[config.mk]
export PLATFORM = sky130hd
export DESIGN_NAME = pssc_top
export DESIGN_NICKNAME = d
export VERILOG_FILES = /design/src/pssc_pkg.sv /design/src/pssc_top.sv /design/src/pssc_apply.sv
export SDC_FILE = /design/constraint.sdc
export NUM_CORES = 1
export LEC_CHECK = 0
export ABC_AREA = 1
export BUFFER_PORTS_ARGS = -buffer_cell sky130_fd_sc_hd__buf_2
export CAP_MARGIN = 10
export CORE_MARGIN = 5
export CORE_UTILIZATION = 58
export CTS_CLUSTER_DIAMETER = 30
export DETAILED_ROUTE_END_ITERATION = 12
export HOLD_SLACK_MARGIN = 0.15
export PLACE_DENSITY = 0.86
export SYNTH_ARGS = -nofsm -noshare
export SYNTH_HDL_FRONTEND = slang
export SYNTH_HIERARCHICAL = 1
export SYNTH_SLANG_ARGS = --single-unit
[constraint.sdc]
create_clock -name clk_sys -period 2.9 [get_ports clk_sys]
set_input_delay 0.58 -clock clk_sys [delete_from_list [all_inputs] [get_ports clk_sys]]
set_output_delay 0.58 -clock clk_sys [all_outputs]
set_load 0.005 [all_outputs]
[src/pssc_pkg.sv]
/*
  constants for the protection setup session command interpreter: register
  word addresses, command codes, field values, status codes and timing.
  assumes a 16-bit register-access port carrying word addresses as seen on
  the serial link, and a 10 MHz system clock.
*/
// What this block does
// - request block: code, count, destination, security, password, key
// - open session: code 1930, ten parameters, admin
// - open reply: code, status, four bytes, key
// - status zero means success, nonzero means error
// - apply: code 1932, fourteen parameters, admin, key
// - apply status query: code 1924, no password, key
// - status reply: six bytes, echoes requested session key
// - progress word one while apply runs, else zero
// - close session: code 1933, fourteen parameters, admin, key
// - six admin submit codes, 51593 through 51598
// - readable only by get, changed only by set
// - active settings change only when apply executes
package pssc_pkg;

  // ----------------
  // register word addresses
  // ----------------
  localparam logic [15:0] ADDR_REQ_CODE = 16'h1F3F;   // requested command code
  localparam logic [15:0] ADDR_REQ_PCNT = 16'h1F40;   // parameter count
  localparam logic [15:0] ADDR_REQ_DEST = 16'h1F41;   // destination
  localparam logic [15:0] ADDR_REQ_SEC = 16'h1F42;    // security type
  localparam logic [15:0] ADDR_REQ_PWD_HI = 16'h1F43; // password, upper word
  localparam logic [15:0] ADDR_REQ_PWD_LO = 16'h1F44; // password, lower word
  localparam logic [15:0] ADDR_REQ_KEY_HI = 16'h1F45; // requested key, upper word
  localparam logic [15:0] ADDR_REQ_KEY_LO = 16'h1F46; // requested key, lower word
  localparam logic [15:0] ADDR_RSP_CODE = 16'h1F53;   // last command code
  localparam logic [15:0] ADDR_RSP_STAT = 16'h1F54;   // command status
  localparam logic [15:0] ADDR_RSP_BYTES = 16'h1F55;  // bytes returned
  localparam logic [15:0] ADDR_RSP_KEY_HI = 16'h1F56; // returned key, upper word
  localparam logic [15:0] ADDR_RSP_KEY_LO = 16'h1F57; // returned key, lower word
  localparam logic [15:0] ADDR_RSP_APPLY = 16'h1F58;  // apply progress flag

  // ----------------
  // command codes and request field values
  // ----------------
  localparam logic [15:0] CMD_OPEN = 16'h078A;        // 1930
  localparam logic [15:0] CMD_APPLY = 16'h078C;       // 1932
  localparam logic [15:0] CMD_APPLY_STAT = 16'h0784;  // 1924
  localparam logic [15:0] CMD_CLOSE = 16'h078D;       // 1933
  localparam logic [15:0] CMD_SUBMIT_FIRST = 16'hC989; // 51593, long time
  localparam logic [15:0] CMD_SUBMIT_LAST = 16'hC98E;  // 51598, neutral
  localparam logic [15:0] PCNT_OPEN = 16'h000A;       // 10 parameters
  localparam logic [15:0] PCNT_SESSION = 16'h000E;    // 14 parameters
  localparam logic [15:0] DEST_UNIT = 16'h1501;       // control unit
  localparam logic [15:0] SEC_ADMIN = 16'h0001;       // administrator profile
  localparam logic [15:0] SEC_NONE = 16'h0000;        // no password required
  localparam logic [31:0] PWD_NONE = 32'h0000_0000;   // empty password

  // ----------------
  // response values
  // ----------------
  localparam logic [15:0] BYTES_OPEN = 16'h0004;      // key only
  localparam logic [15:0] BYTES_APPLY_STAT = 16'h0006; // key and flag
  localparam logic [15:0] BYTES_NONE = 16'h0000;      // nothing returned
  localparam logic [15:0] STAT_OK = 16'h0000;         // successful command
  localparam logic [15:0] STAT_BAD_CMD = 16'h0001;    // unknown code
  localparam logic [15:0] STAT_BAD_FIELD = 16'h0002;  // count, destination, security
  localparam logic [15:0] STAT_BAD_PWD = 16'h0003;    // password refused
  localparam logic [15:0] STAT_BAD_KEY = 16'h0004;    // no session or key mismatch
  localparam logic [15:0] STAT_BUSY = 16'h0005;       // apply still running
  localparam logic [15:0] STAT_IN_SESSION = 16'h0006; // session already open
  localparam logic [15:0] FLAG_IDLE = 16'h0000;       // no apply in progress
  localparam logic [15:0] FLAG_BUSY = 16'h0001;       // apply in progress

  // ----------------
  // reset values, key generator, sizes and timing
  // ----------------
  localparam logic [15:0] RST_WORD = 16'h0000;        // every register word
  localparam logic [31:0] RST_KEY = 32'h0000_0000;    // every key
  localparam logic [31:0] KEY_SEED = 32'h0000_0001;   // lfsr must start nonzero
  localparam logic [31:0] KEY_MAX = 32'hFFFF_FFFE;    // largest legal key
  localparam logic [31:0] KEY_TAPS = 32'h8020_0003;   // lfsr feedback taps
  localparam int NUM_PROT = 6;                        // protection functions
  localparam int APPLY_TIME_US = 100;                 // time the apply step takes
  localparam int CLK_MHZ = 10;                        // clk_sys rate
  localparam int APPLY_CYCLES = APPLY_TIME_US * CLK_MHZ; // 1000 cycles
  localparam logic [15:0] APPLY_CNT_LAST = 16'(APPLY_CYCLES - 1);

  // command sequencer states, gray along idle -> exec -> done
  typedef enum logic [1:0] {
    ST_IDLE = 2'b00,
    ST_EXEC = 2'b01,
    ST_DONE = 2'b11
  } pssc_state_e;

endpackage

[src/pssc_top.sv]
/*
  command interpreter for the protection setup editing session: request
  registers, command decode and checks, response registers, session key.
  assumes a register-access port already stripped of link framing: one
  word address, read and write strobes, and a frame_done pulse once the
  master has finished writing the request block.
*/
`timescale 1ns/1ns
`default_nettype none
module pssc_top #(
  parameter logic [31:0] ADMIN_PWD = 32'h1234_5678 // administrator password, value arbitrary
) (
  input wire logic clk_sys,                 // system clock, 10 MHz
  input wire logic rst_n,                   // async reset, active low
  input wire logic [15:0] reg_addr,         // register word address
  input wire logic reg_wr,                  // write strobe, one cycle
  input wire logic [15:0] reg_wdata,        // write data
  input wire logic reg_rd,                  // read strobe, one cycle
  input wire logic frame_done,              // request block written, execute
  output logic [15:0] reg_rdata,            // read data, one cycle after reg_rd
  output logic cmd_done,                    // pulse when a response is posted
  output logic session_open,                // editing session is open
  output logic apply_busy,                  // apply step running
  output logic [pssc_pkg::NUM_PROT-1:0] settings_pending, // submitted functions
  output logic [pssc_pkg::NUM_PROT-1:0] settings_commit   // functions made active
);
  import pssc_pkg::*;

  // ----------------------------------------------------------------
  // request registers
  // ----------------------------------------------------------------
  logic [15:0] req_code_q; // requested command code
  logic [15:0] req_pcnt_q; // parameter count
  logic [15:0] req_dest_q; // destination
  logic [15:0] req_sec_q;  // security type
  logic [31:0] req_pwd_q;  // password
  logic [31:0] req_key_q;  // requested session key

  // master writes the block word by word, upper word at the lower address
  always_ff @(posedge clk_sys or negedge rst_n) begin
    if (!rst_n) begin
      req_code_q <= RST_WORD;
      req_pcnt_q <= RST_WORD;
      req_dest_q <= RST_WORD;
      req_sec_q <= RST_WORD;
      req_pwd_q <= RST_KEY;
      req_key_q <= RST_KEY;
    end else if (reg_wr) begin
      unique case (reg_addr)
        ADDR_REQ_CODE: req_code_q <= reg_wdata;
        ADDR_REQ_PCNT: req_pcnt_q <= reg_wdata;
        ADDR_REQ_DEST: req_dest_q <= reg_wdata;
        ADDR_REQ_SEC: req_sec_q <= reg_wdata;
        ADDR_REQ_PWD_HI: req_pwd_q[31:16] <= reg_wdata;
        ADDR_REQ_PWD_LO: req_pwd_q[15:0] <= reg_wdata;
        ADDR_REQ_KEY_HI: req_key_q[31:16] <= reg_wdata;
        ADDR_REQ_KEY_LO: req_key_q[15:0] <= reg_wdata;
        // response words are read-only; a write there is dropped
        default: ;
      endcase
    end
  end

  // ----------------------------------------------------------------
  // session key source
  // ----------------------------------------------------------------
  logic [31:0] lfsr_q;  // free-running, so the key depends on open time
  logic [31:0] new_key; // candidate key, kept inside the legal range

  always_ff @(posedge clk_sys or negedge rst_n) begin
    if (!rst_n) begin
      lfsr_q <= KEY_SEED;
    end else if (lfsr_q[0]) begin
      lfsr_q <= (lfsr_q >> 1) ^ KEY_TAPS;
    end else begin
      lfsr_q <= lfsr_q >> 1;
    end
  end

  // all-ones is outside the key range, so fold it onto zero
  assign new_key = (lfsr_q > KEY_MAX) ? RST_KEY : lfsr_q;

  // ----------------------------------------------------------------
  // sequencer
  // ----------------------------------------------------------------
  pssc_state_e state_q; // current step
  pssc_state_e state_d; // next step

  // frames arriving outside idle are ignored; the master waits for cmd_done
  always_comb begin
    state_d = state_q;
    unique case (state_q)
      ST_IDLE: if (frame_done) state_d = ST_EXEC;
      ST_EXEC: state_d = ST_DONE;
      ST_DONE: state_d = ST_IDLE;
      default: state_d = ST_IDLE; // fourth code is illegal
    endcase
  end

  always_ff @(posedge clk_sys or negedge rst_n) begin
    if (!rst_n) begin
      state_q <= ST_IDLE;
    end else begin
      state_q <= state_d;
    end
  end

  // ----------------------------------------------------------------
  // command decode and checks
  // ----------------------------------------------------------------
  logic sess_q;         // session open
  logic [31:0] key_q;   // key of the open session
  logic busy;           // apply step running
  logic pwd_ok;         // administrator password given
  logic key_ok;         // requested key matches open session
  logic admin_ok;       // destination and admin security
  logic is_submit;      // code in the submit range
  logic [15:0] status;  // status for this command
  logic [15:0] bytes;   // byte count for this command
  logic [31:0] rkey;    // key to return
  logic do_open;        // accepted open
  logic do_close;       // accepted close
  logic do_apply;       // accepted apply
  logic do_submit;      // accepted submit
  logic [2:0] sub_idx;  // submitted function index
  logic [15:0] sub_off; // offset from first submit code

  assign pwd_ok = (req_pwd_q == ADMIN_PWD);
  // the master must reuse the key returned by open until close
  assign key_ok = sess_q && (req_key_q == key_q);
  assign admin_ok = (req_dest_q == DEST_UNIT) && (req_sec_q == SEC_ADMIN);
  assign is_submit = (req_code_q >= CMD_SUBMIT_FIRST) && (req_code_q <= CMD_SUBMIT_LAST);
  assign sub_off = req_code_q - CMD_SUBMIT_FIRST;
  assign sub_idx = sub_off[2:0];

  // checks run field first, then password, then key, then busy
  always_comb begin
    status = STAT_OK;
    bytes = BYTES_NONE;
    rkey = RST_KEY;
    do_open = 1'b0;
    do_close = 1'b0;
    do_apply = 1'b0;
    do_submit = 1'b0;
    if (req_code_q == CMD_OPEN) begin
      if (!admin_ok || (req_pcnt_q != PCNT_OPEN)) begin
        status = STAT_BAD_FIELD;
      end else if (!pwd_ok) begin
        status = STAT_BAD_PWD;
      end else if (sess_q) begin
        status = STAT_IN_SESSION; // one session at a time
      end else begin
        bytes = BYTES_OPEN;
        rkey = new_key;
        do_open = 1'b1;
      end
    end else if ((req_code_q == CMD_APPLY) || (req_code_q == CMD_CLOSE)) begin
      if (!admin_ok || (req_pcnt_q != PCNT_SESSION)) begin
        status = STAT_BAD_FIELD;
      end else if (!pwd_ok) begin
        status = STAT_BAD_PWD;
      end else if (!key_ok) begin
        status = STAT_BAD_KEY;
      end else if (busy) begin
        status = STAT_BUSY; // an apply cannot be cut short or restarted
      end else begin
        do_apply = (req_code_q == CMD_APPLY);
        do_close = (req_code_q == CMD_CLOSE);
      end
    end else if (req_code_q == CMD_APPLY_STAT) begin
      if ((req_dest_q != DEST_UNIT) || (req_sec_q != SEC_NONE) || (req_pcnt_q != PCNT_SESSION)) begin
        status = STAT_BAD_FIELD;
      end else if (req_pwd_q != PWD_NONE) begin
        status = STAT_BAD_PWD;
      end else if (!key_ok) begin
        status = STAT_BAD_KEY;
      end else begin
        bytes = BYTES_APPLY_STAT;
        rkey = req_key_q;
      end
    end else if (is_submit) begin
      if (!admin_ok) begin
        status = STAT_BAD_FIELD;
      end else if (!pwd_ok) begin
        status = STAT_BAD_PWD;
      end else if (!key_ok) begin
        status = STAT_BAD_KEY;
      end else if (busy) begin
        status = STAT_BUSY;
      end else begin
        do_submit = 1'b1;
      end
    end else begin
      status = STAT_BAD_CMD;
    end
  end

  // ----------------------------------------------------------------
  // session state
  // ----------------------------------------------------------------
  logic exec; // the one cycle in which a command takes effect

  assign exec = (state_q == ST_EXEC);

  always_ff @(posedge clk_sys or negedge rst_n) begin
    if (!rst_n) begin
      sess_q <= 1'b0;
      key_q <= RST_KEY;
    end else if (exec && do_open) begin
      sess_q <= 1'b1;
      key_q <= new_key;
    end else if (exec && do_close) begin
      sess_q <= 1'b0;
      key_q <= RST_KEY;
    end
  end

  // ----------------------------------------------------------------
  // apply engine
  // ----------------------------------------------------------------
  pssc_apply u_apply (
    .clk_sys(clk_sys),
    .rst_n(rst_n),
    .submit_valid(exec && do_submit),
    .submit_idx(sub_idx),
    .apply_start(exec && do_apply),
    .discard(exec && do_close),
    .busy_q(busy),
    .pending_q(settings_pending),
    .commit_q(settings_commit)
  );

  // ----------------------------------------------------------------
  // response registers
  // ----------------------------------------------------------------
  logic [15:0] rsp_code_q;  // last command code
  logic [15:0] rsp_stat_q;  // command status
  logic [15:0] rsp_bytes_q; // bytes returned
  logic [31:0] rsp_key_q;   // returned key
  logic [15:0] rsp_flag_q;  // apply progress flag

  // posted only by the sequencer; the bus cannot change them
  always_ff @(posedge clk_sys or negedge rst_n) begin
    if (!rst_n) begin
      rsp_code_q <= RST_WORD;
      rsp_stat_q <= RST_WORD;
      rsp_bytes_q <= RST_WORD;
      rsp_key_q <= RST_KEY;
      rsp_flag_q <= RST_WORD;
    end else if (exec) begin
      rsp_code_q <= req_code_q;
      rsp_stat_q <= status;
      rsp_bytes_q <= bytes;
      rsp_key_q <= rkey;
      if ((req_code_q == CMD_APPLY_STAT) && (status == STAT_OK)) begin
        rsp_flag_q <= busy ? FLAG_BUSY : FLAG_IDLE;
      end
    end
  end

  // ----------------------------------------------------------------
  // register read port and status outputs
  // ----------------------------------------------------------------
  // unmapped words read as zero rather than raising an error
  always_ff @(posedge clk_sys or negedge rst_n) begin
    if (!rst_n) begin
      reg_rdata <= RST_WORD;
    end else if (reg_rd) begin
      unique case (reg_addr)
        ADDR_REQ_CODE: reg_rdata <= req_code_q;
        ADDR_REQ_PCNT: reg_rdata <= req_pcnt_q;
        ADDR_REQ_DEST: reg_rdata <= req_dest_q;
        ADDR_REQ_SEC: reg_rdata <= req_sec_q;
        ADDR_REQ_PWD_HI: reg_rdata <= req_pwd_q[31:16];
        ADDR_REQ_PWD_LO: reg_rdata <= req_pwd_q[15:0];
        ADDR_REQ_KEY_HI: reg_rdata <= req_key_q[31:16];
        ADDR_REQ_KEY_LO: reg_rdata <= req_key_q[15:0];
        ADDR_RSP_CODE: reg_rdata <= rsp_code_q;
        ADDR_RSP_STAT: reg_rdata <= rsp_stat_q;
        ADDR_RSP_BYTES: reg_rdata <= rsp_bytes_q;
        ADDR_RSP_KEY_HI: reg_rdata <= rsp_key_q[31:16];
        ADDR_RSP_KEY_LO: reg_rdata <= rsp_key_q[15:0];
        ADDR_RSP_APPLY: reg_rdata <= rsp_flag_q;
        default: reg_rdata <= RST_WORD;
      endcase
    end
  end

  // flags for the surrounding unit, each from a flop
  always_ff @(posedge clk_sys or negedge rst_n) begin
    if (!rst_n) begin
      cmd_done <= 1'b0;
      session_open <= 1'b0;
      apply_busy <= 1'b0;
    end else begin
      cmd_done <= exec;
      session_open <= sess_q;
      apply_busy <= busy;
    end
  end

endmodule
`default_nettype wire

[src/pssc_apply.sv]
/*
  holds the per-function submitted flags and runs the apply step, which
  moves submitted values into the active set after a fixed time.
  assumes the interpreter only starts an apply when none is running.
*/
`timescale 1ns/1ns
`default_nettype none
module pssc_apply (
  input wire logic clk_sys,                       // system clock
  input wire logic rst_n,                         // async reset, active low
  input wire logic submit_valid,                  // accepted submit command
  input wire logic [2:0] submit_idx,              // which function was submitted
  input wire logic apply_start,                   // accepted apply command
  input wire logic discard,                       // session closed, drop submits
  output logic busy_q,                            // apply in progress
  output logic [pssc_pkg::NUM_PROT-1:0] pending_q, // submitted, not yet active
  output logic [pssc_pkg::NUM_PROT-1:0] commit_q   // one-cycle pulse per committed function
);
  import pssc_pkg::*;

  // ----------------
  // apply timer
  // ----------------
  logic [15:0] cnt_q; // cycles spent applying
  logic finish;       // last apply cycle

  assign finish = busy_q && (cnt_q == APPLY_CNT_LAST);

  // busy holds for exactly the apply time, then drops
  always_ff @(posedge clk_sys or negedge rst_n) begin
    if (!rst_n) begin
      busy_q <= 1'b0;
      cnt_q <= RST_WORD;
    end else if (apply_start && !busy_q) begin
      busy_q <= 1'b1;
      cnt_q <= RST_WORD;
    end else if (finish) begin
      busy_q <= 1'b0;
      cnt_q <= RST_WORD;
    end else if (busy_q) begin
      cnt_q <= cnt_q + 16'h0001;
    end
  end

  // ----------------
  // per-function pending flag and commit pulse
  // ----------------
  genvar gi;
  generate
    for (gi = 0; gi < NUM_PROT; gi++) begin : g_prot
      // a submit during the commit cycle wins, so a later submit is not lost
      always_ff @(posedge clk_sys or negedge rst_n) begin
        if (!rst_n) begin
          pending_q[gi] <= 1'b0;
          commit_q[gi] <= 1'b0;
        end else begin
          commit_q[gi] <= finish && pending_q[gi];
          if (submit_valid && (submit_idx == 3'(gi))) begin
            pending_q[gi] <= 1'b1;
          end else if (finish || discard) begin
            pending_q[gi] <= 1'b0;
          end
        end
      end
    end
  endgenerate

endmodule
`default_nettype wire

# After elaboration in Yosys (flattened, before gate mapping)
# Index checks and enable logic that the tools add are counted.
# totals
regBits,339
out_inout_bits,31
wordCells,206
# classes
n_addsub,2
magnitude_cmp,3
eq_ne,33
muxes,79
bitwise_logic,1
n_reduce_logical,53
# ops
operator,n
$mux 32,13
$eq 16x13->1 const B,15
$pmux 16 s14,1
$mux 16,8
$eq 16x11->1 const B,4
$mux 3,19
$mux 1,36
$eq 32x29->1 const B,1
$eq 32x32->1,1
$gt 32x32->1 const B,1
$ne 16x4->1 const B,2
$reduce_bool 32->1,1
$logic_and 1x1->1,22
$reduce_and 2->1,9
$add 16x1->16 const B,1
$eq 16x1->1 const B,1
$eq 16x10->1 const B,1
$ge 16x16->1 const B,1
$le 16x16->1 const B,1
$logic_not 16->1,1
$ne 16x13->1 const B,1
$reduce_bool 16->1,1
$reduce_bool 2->1,8
$eq 3x2->1 const B,2
other kinds (13),20

# Depth between registers and ports, before layout
# Gate-level depths: netlist (run 1).
# depth
depth_word,12
ltp_mapped,19
ltp_nobuf,19

# Hierarchy
# The synthesis (run 1) kept the hierarchy.
# modules_own_cells
mod,n_inst,cells_each,area_each_um2,seq_area_each_um2
pssc_top,1,1477,12557.0,6707.7
pssc_apply,1,184,1470.2,725.7

# Worst setup path before layout (run 1)
# Ideal clock, no wire load.
# synth_path
path_kind,reg-to-reg
from,reg req_key_q[31]
to,reg u_apply.cnt_q[9]
setup_ps,114
t_arrival_ps,2019
t_required_ps,2786
setup_slack_ps,767
path_stages_with_launch,19
path_buffers,0
period_less_slack_ps,2133
path_cell_list,dfrtp_1 > inv_1 > o21ai_0 > nor2_1 > nand2_1 > nor2_1 > nand2_1 > nor2_2 > nand3_1 > nor2_1 > inv_1 > nor3_1 > nor2_4 > nor2_4 > nand2_4 > nor2_1 > nand2_1 > nand2_1 > nor2_1
# synth_between
elab_chain_len,10
word_cells_on_any_way,11
classes_between,eq/ne: 1; mux: 6; reduce/logical: 4
# synth_rtl
item,line,text
from (decl),pssc_top.sv:37,logic [31:0] req_key_q;
from (signal assigned),pssc_top.sv:56,ADDR_REQ_KEY_HI: req_key_q[31:16] <= reg_wdata;
$eq 32x32->1 (*),pssc_top.sv:130,assign key_ok = sess_q && (req_key_q == key_q);
$logic_and 1x1->1 (*),pssc_top.sv:130,
$mux 1 (*),pssc_top.sv:162,end else if (!key_ok) begin
$mux 1 (*),pssc_top.sv:160,end else if (!pwd_ok) begin
$mux 1 (*),pssc_top.sv:158,if (!admin_ok || (req_pcnt_q != PCNT_SESSION)) begin
$mux 1 (*),pssc_top.sv:157,end else if ((req_code_q == CMD_APPLY) || (req_code_q == CMD_CLOSE)) begin
$mux 1 (*),pssc_top.sv:145,if (req_code_q == CMD_OPEN) begin
$logic_and 1x1->1 (*),pssc_top.sv:226,".apply_start(exec && do_apply),"
$logic_and 1x1->1 (*),pssc_apply.sv:34,end else if (apply_start && !busy_q) begin
$reduce_bool 3->1 (no source line) or $mux 16 (tied branches),-,
to (signal assigned),pssc_apply.sv:41,cnt_q <= cnt_q + 16'h0001;
to (decl),pssc_apply.sv:24,logic [15:0] cnt_q;
# Mark *: on every way between the ends. The rest lies on a longest branch, timed or not.
# A chain may end at the register's enable or synchronous reset.

# Final worst setup path (run 1)
# layout_path
from,reg req_key_q[23]
to,reg u_apply.cnt_q[9]
# The elaborated chain is that of the path after synthesis.

==> metrics.cfg, run 1 <==
[worst_setup_path]
worstSetupPathType=reg -> reg
worstPathArrival_ps=3150
required_ps=3360
worstSetupEndpointType=flip-flop
slowest_stage=dfrtp_1
crit_path_start_kind=flip-flop
startpoint=req_key_q[23]
crit_fanout=5
reg2reg_slack_ps=210
worstSetupEndpoint=u_apply/cnt_q[9]
reg2reg_from=req_key_q[23]
crit_chain=inv_1 -> nand2_1 -> o21ai_0 -> nor2_1 -> nand2_1 -> nor2_1 -> nand2_1 -> nor2_2 -> nand3_1 -> nor2_1 -> inv_1 -> nor3_4 -> nor2_4 -> nor2_4 -> nand2_4 -> nor2_1 -> nand2_1 -> nand2_1 -> nor2_1
critical_path.max_stage_delay_ps=380
r2r-end=u_apply/cnt_q[9]
rr_worst_depth=19

[clock_network]
clkSinkCount=297
cts_buffer_depth=3
htreeDepth=2
numCtsBuffers=56
cts.clk_slew.worst_paths_ps=50
cts_tree=done
cts_root_buffer=clkbuf_16
clock_latency_ps=590

[die]
core_um2=24030
row_count=57
start_util_pct=58.36
dieArea_um2=27400
die_height_um=165.5
top_level_ports=68
die_width_um=165.5

[synth]
syn_nets=1703
syn_area_um2=14030
synth_top_cell_by_area=dfrtp_1
synth-edff-count=0
async_flop_share_pct=100.0
synth.distinct_cells=52
yosys.area.top_type_share_pct=52.81
syn_inst=1661
synth_warnings=6
ys.flop_type=dfrtp_1
ys_ff_latch=297
syn_avg_cell_area_um2=8.445
seq_area_frac_synth_pct=52.99
synthTopCellsByArea=dfrtp_1 53%, nand2_1 12%, o21ai_0 6.1%

[finish]
drive_gt1_share_pct=15.31
fin_nets=1799
layout_common_cells=446 x nand2_1, 296 x dfrtp_1, 191 x inv_1
antenna_cells=0
fin_area_um2=16780
instances_no_fill=2127
syn2layout_area_growth_pct=19.64
final_common_cell=nand2_1

[timing]
final-hold-violation-count=0
rsz0062_at_grt=false
timing.final.crit_period_ps=2692
worst_pin_slew_ps=607.7
fin_crit_sh_pct=92.83
clock.fmax_mhz=371.5
slew_violations=0
slew_headroom_pct=59.17
skew_ps=35.34
finalSetupTns_ps=0
setup_violations=0

[pwr]
ir_worst_vdd_uv=572.8
leakage_nw=8.035
p_per_area_nw_per_um2=691.7
p_comb_share_pct=4.7
seqPwrFrac_pct=36.2
swShare_pct=23.59
power.internal_w=0.008870
power_frac_clock_pct=59.1
power.net_switching_w=0.002738

[min_path]
min_path_type=in -> reg

[placement]
place_congestion=0.9673
portBuffers=67
hpwl_um=28950
detailed_place.area_um2=14740
dpl.cell_count=2022

[route]
drc=0
first_pass_iters=7
wl_per_cell_um=20.38
avgViaCountPerCell=5.990
vias=12740
drt_wl_total_um=43340
ant_nets=0
drt_iter0_markers=1950

[global_route]
grt_overflow=0
grt_pass1_wl_um=68430
grt_pass1_vias=12660
grt_util_all_layers_pct=32.40
grt_max_degree=70
antenna_found_initial=0

[flow_run]
maxCapViolCount=0

[outcome]
status=completed

power by group through the flow:
stage / Combinational [W] / Sequential [W] / Clock, W
global route: 0.000577 / 0.00420 / 0.00713
floorplan: 0.000254 / 0.00427 / 0
global placement: 0.000511 / 0.00427 / 0
finish: 0.000540 / 0.00420 / 0.00686
CTS: 0.000523 / 0.00420 / 0.00688
detailed placement: 0.000522 / 0.00427 / 0
timing repair:
action	in CTS	in global routing
setup endpoints to repair	0	12
buffers inserted	0	0
hold buffers	1	0
resized for setup	0	3
endpoints found under the hold margin	63	0
cells in the mapped netlist (19+ instances only):
master	count
o22ai_1	31
o21ai_0	170
clkbuf_1	38
o221ai_1	19
o21ai_1	29
nor3_1	20
inv_1	191
nand3_1	76
nand4_1	39
nor2_1	129
nand2_1	446
dfrtp_1	296
nand3_2	23
flip-flops by register name (all words and copies together), names as in the netlist, 2 cells and up:
register / flops
key_q: 32
req_pcnt_q: 16
u_apply/commit_q: 6
reg_rdata: 16
u_apply/pending_q: 6
rsp_code_q: 16
req_dest_q: 16
req_sec_q: 16
lfsr_q: 32
rsp_bytes_q: 2
u_apply/cnt_q: 16
rsp_key_q: 32
req_key_q: 32
rsp_stat_q: 3
state_q: 2
req_code_q: 16
req_pwd_q: 32
layout make-up:
type,count,area (µm²)
flip-flops and latches,297,7433
clock inverters,36,518.0
inverters,203,769.5
fillers,1763,7252
well taps,324,405.4
clock buffers,68,1496
repair buffers,100,658.1
multi-input cells,1099,5502
cell families after synthesis:
group	count (synthesis)	share of synthesized area, %
XOR/XNOR	7	0.4371
adder cells (fa/ha/maj)	5	0.4460
buffers and inverters	265	7.912
AO/OA/AOI/OAI	319	13.64
flip-flops	297	52.99
multiplexers	1	0.07136
AND/OR/NAND/NOR	767	24.50
worst max-delay path, delay by kind of cell, from the launching register on:
kind                   cells  cell delay (ps)
DFF                        1              380
and+or+nand+nor           16             1910
AOI/OAI and AO/OA          1               70
buffers and inverters      2              210
metal layers:
layer | GRT usage (%) | vias to the layer above | part of all wire (%)
met1 | 43.22 | 6066 | 38
met5 | 0 | - | 0
met2 | 50.04 | 833 | 45
met3 | 8.538 | 180 | 12
met4 | 14.77 | 0 | 4.8
li1 | - | 5661 | -
stage by stage:
stage	util, %	total power [W]	hold WS, ps	worst slack, ps
after floorplan	-	0.004523	284.4	766.8
after global placement	61.33	0.004780	383.9	310.0
after detailed placement	61.33	0.004792	391.2	245.4
after CTS	69.75	0.01161	255.0	195.4
after global routing	69.83	0.01191	271.9	40.22
final	69.83	0.01161	253.3	207.9
worst min path at each step:
stage               start         end  cells after the start
6_report       frame_done  state_q[0]                      3
5_1_grt        frame_done  state_q[0]                      3
4_1_cts        frame_done  state_q[0]                      3
3_5_place_dp   lfsr_q[31]  lfsr_q[30]                      0
3_3_place_gp   lfsr_q[27]  lfsr_q[26]                      0
2_1_floorplan       rst_n  apply_busy                      0
Power figures use the tool's default switching activity.
==> inputs of run 2 (changes only) <==
- SETUP_SLACK_MARGIN: not set -> 0.3
==> run 2 against run 1 <==
Effect of this change:
- global-route usage hardly changed
- worst hold slack got worse by 3.4 ps
- sequential cell count unchanged
- largest cell class unchanged
- largest power group unchanged
- highest routed layer unchanged
==> metrics.cfg, run 2 (synthesis gave the netlist of run 1 again) <==
[timing]
final-hold-violation-count=0  ; unchanged
fin_crit_sh_pct=88.10  ; was 92.83%
timing.final.crit_period_ps=2555  ; was 2692 ps
setup_violations=0  ; unchanged
rsz0062_at_grt=true  ; was false
slew_violations=0  ; unchanged
skew_ps=28.07  ; was 35.34 ps
slew_headroom_pct=59.90  ; was 59.17%
worst_pin_slew_ps=600.8  ; was 607.7 ps
clock.fmax_mhz=391.4  ; was 371.5 MHz
finalSetupTns_ps=0  ; unchanged

[finish]
layout_common_cells=443 x nand2_1, 296 x dfrtp_1, 184 x inv_1  ; was 446 x nand2_1, 296 x dfrtp_1, 191 x inv_1
final_common_cell=nand2_1  ; unchanged
antenna_cells=0  ; unchanged
instances_no_fill=2134  ; was 2,127
syn2layout_area_growth_pct=20.34  ; was 19.64%
fin_nets=1806  ; was 1,799
drive_gt1_share_pct=16.57  ; was 15.31%

[route]
ant_nets=0  ; unchanged
drt_wl_total_um=43490  ; was 43,340 µm
vias=12830  ; was 12.74k
drc=0  ; unchanged
wl_per_cell_um=20.38  ; about the same
avgViaCountPerCell=6.010  ; was 5.990
first_pass_iters=8  ; was 7
drt_iter0_markers=1808  ; was 1,950

[worst_setup_path]
crit_fanout=5  ; unchanged
crit_chain=inv_2 -> nand2_1 -> o21ai_1 -> nor2_2 -> nand2_1 -> nor2_1 -> nand2_1 -> nor2_2 -> nand3_2 -> nor2_4 -> inv_2 -> nor3_4 -> nor2_4 -> nor2_4 -> nand2_4 -> nor2_4 -> nand2_1 -> a21oi_1  ; was inv_1 -> nand2_1 -> o21ai_0 -> nor2_1 -> nand2_1 -> nor2_1 -> nand2_1 -> nor2_2 -> nand3_1 -> nor2_1 -> inv_1 -> nor3_4 -> nor2_4 -> nor2_4 -> nand2_4 -> nor2_1 -> nand2_1 -> nand2_1 -> nor2_1
reg2reg_slack_ps=350  ; was 210 ps
crit_path_start_kind=flip-flop  ; unchanged
required_ps=3380  ; was 3360 ps
worstSetupEndpointType=flip-flop  ; unchanged
critical_path.max_stage_delay_ps=400  ; was 380 ps
slowest_stage=dfrtp_1  ; unchanged
r2r-end=u_apply/cnt_q[11]  ; was u_apply/cnt_q[9]
rr_worst_depth=18  ; was 19
reg2reg_from=req_key_q[23]  ; unchanged
worstSetupPathType=reg -> reg  ; unchanged
worstPathArrival_ps=3040  ; was 3150 ps

[pwr]
leakage_nw=8.083  ; was 8.035 nW
ir_worst_vdd_uv=588.8  ; was 572.8 µV
p_per_area_nw_per_um2=687.5  ; was 691.7 nW/µm²

[min_path]
worst_hold_path.endpoint=state_q[0]  ; unchanged
holdCritStartpoint=frame_done  ; unchanged
whs_path_depth=3  ; unchanged
min_path_type=in -> reg  ; unchanged

[global_route]
grt_util_all_layers_pct=32.39  ; was 32.40%
grt_pass1_vias=12660  ; about the same
grt_pass1_wl_um=68420  ; was 68,430 µm
antenna_found_initial=0  ; unchanged
grt_max_degree=70  ; unchanged
grt_overflow=0  ; unchanged

[die]
die_width_um=165.5  ; unchanged
start_util_pct=58.36  ; unchanged
dieArea_um2=27400  ; unchanged
die_height_um=165.5  ; unchanged
top_level_ports=68  ; unchanged
core_um2=24030  ; unchanged
row_count=57  ; unchanged

[placement]
hpwl_um=28950  ; unchanged
dpl.cell_count=2022  ; unchanged
place_congestion=0.9673  ; unchanged
portBuffers=67  ; unchanged

[flow_run]
maxCapViolCount=0  ; unchanged

[clock_network]
cts_buffer_depth=3  ; unchanged
clock_latency_ps=580  ; was 590 ps
cts.clk_slew.worst_paths_ps=50  ; about the same
clkSinkCount=297  ; unchanged
cts_tree=done  ; unchanged
cts_root_buffer=clkbuf_16  ; unchanged
htreeDepth=2  ; unchanged
numCtsBuffers=56  ; unchanged

[outcome]
status=completed  ; unchanged

run 2: worst max-delay path: cells and delay by family, from the launching register on:
kind	cells	cell delay (ps)
simple gates	14	1690
flops	1	400
compound gates	2	220
buf+inv	2	140
run 2: worst max-delay path by stage:
stage	slack (ps)	end	from
floorplan	770	u_apply/cnt_q[9]	req_key_q[31]
finish	350	u_apply/cnt_q[11]	req_key_q[23]
CTS	320	u_apply/cnt_q[9]	req_key_q[23]
global placement	310	u_apply/cnt_q[9]	req_key_q[31]
global route	200	u_apply/cnt_q[15]	req_key_q[23]
detailed placement	250	u_apply/cnt_q[9]	req_key_q[4]
run 2: stage by stage:
step	hold WS (ps)	area (µm²)	setup slack [ps]	util, %	power, W
floorplan	284.4	14030	766.8	-	0.004523
global placement	383.9	14740	310.0	61.33	0.004780
detailed placement	391.2	14740	245.4	61.33	0.004792
CTS	255.0	16770	319.2	69.77	0.01161
global route	271.9	16880	198.7	70.23	0.01191
finish	249.9	16880	345.2	70.23	0.01160
run 2: final cells by class:
cell class	instances	area (µm²)
clock buffer	68	1496
clock inverter	36	518.0
fill	1748	7154
inverter	203	772.0
multi-input combinational	1099	5544
sequential	297	7433
tap	324	405.4
timing repair buffer	107	710.7
run 2: metal layers:
metal	vias up	GRT usage, %	part of all wire (%)
met5	-	0	0
met4	0	14.77	5.0
met3	197	8.538	11
met2	856	50.04	45
met1	6088	43.21	38
li1	5684	-	-
run 2: power by group:
part | switching (W) | internal [W] | total (W)
Sequential | 0.0000153 | 0.00419 | 0.00420
Combinational | 0.000438 | 0.0000983 | 0.000536
Clock | 0.00228 | 0.00458 | 0.00686
run 2: timing repair:
| item | in CTS | in global routing |
|---|---|---|
| hold buffers | 1 | 0 |
| gates resized for setup | 1 | 25 |
| hold endpoints to repair | 63 | 0 |
| setup endpoints to repair | 8 | 20 |
| pin swaps | 0 | 18 |
| setup buffers | 0 | 7 |
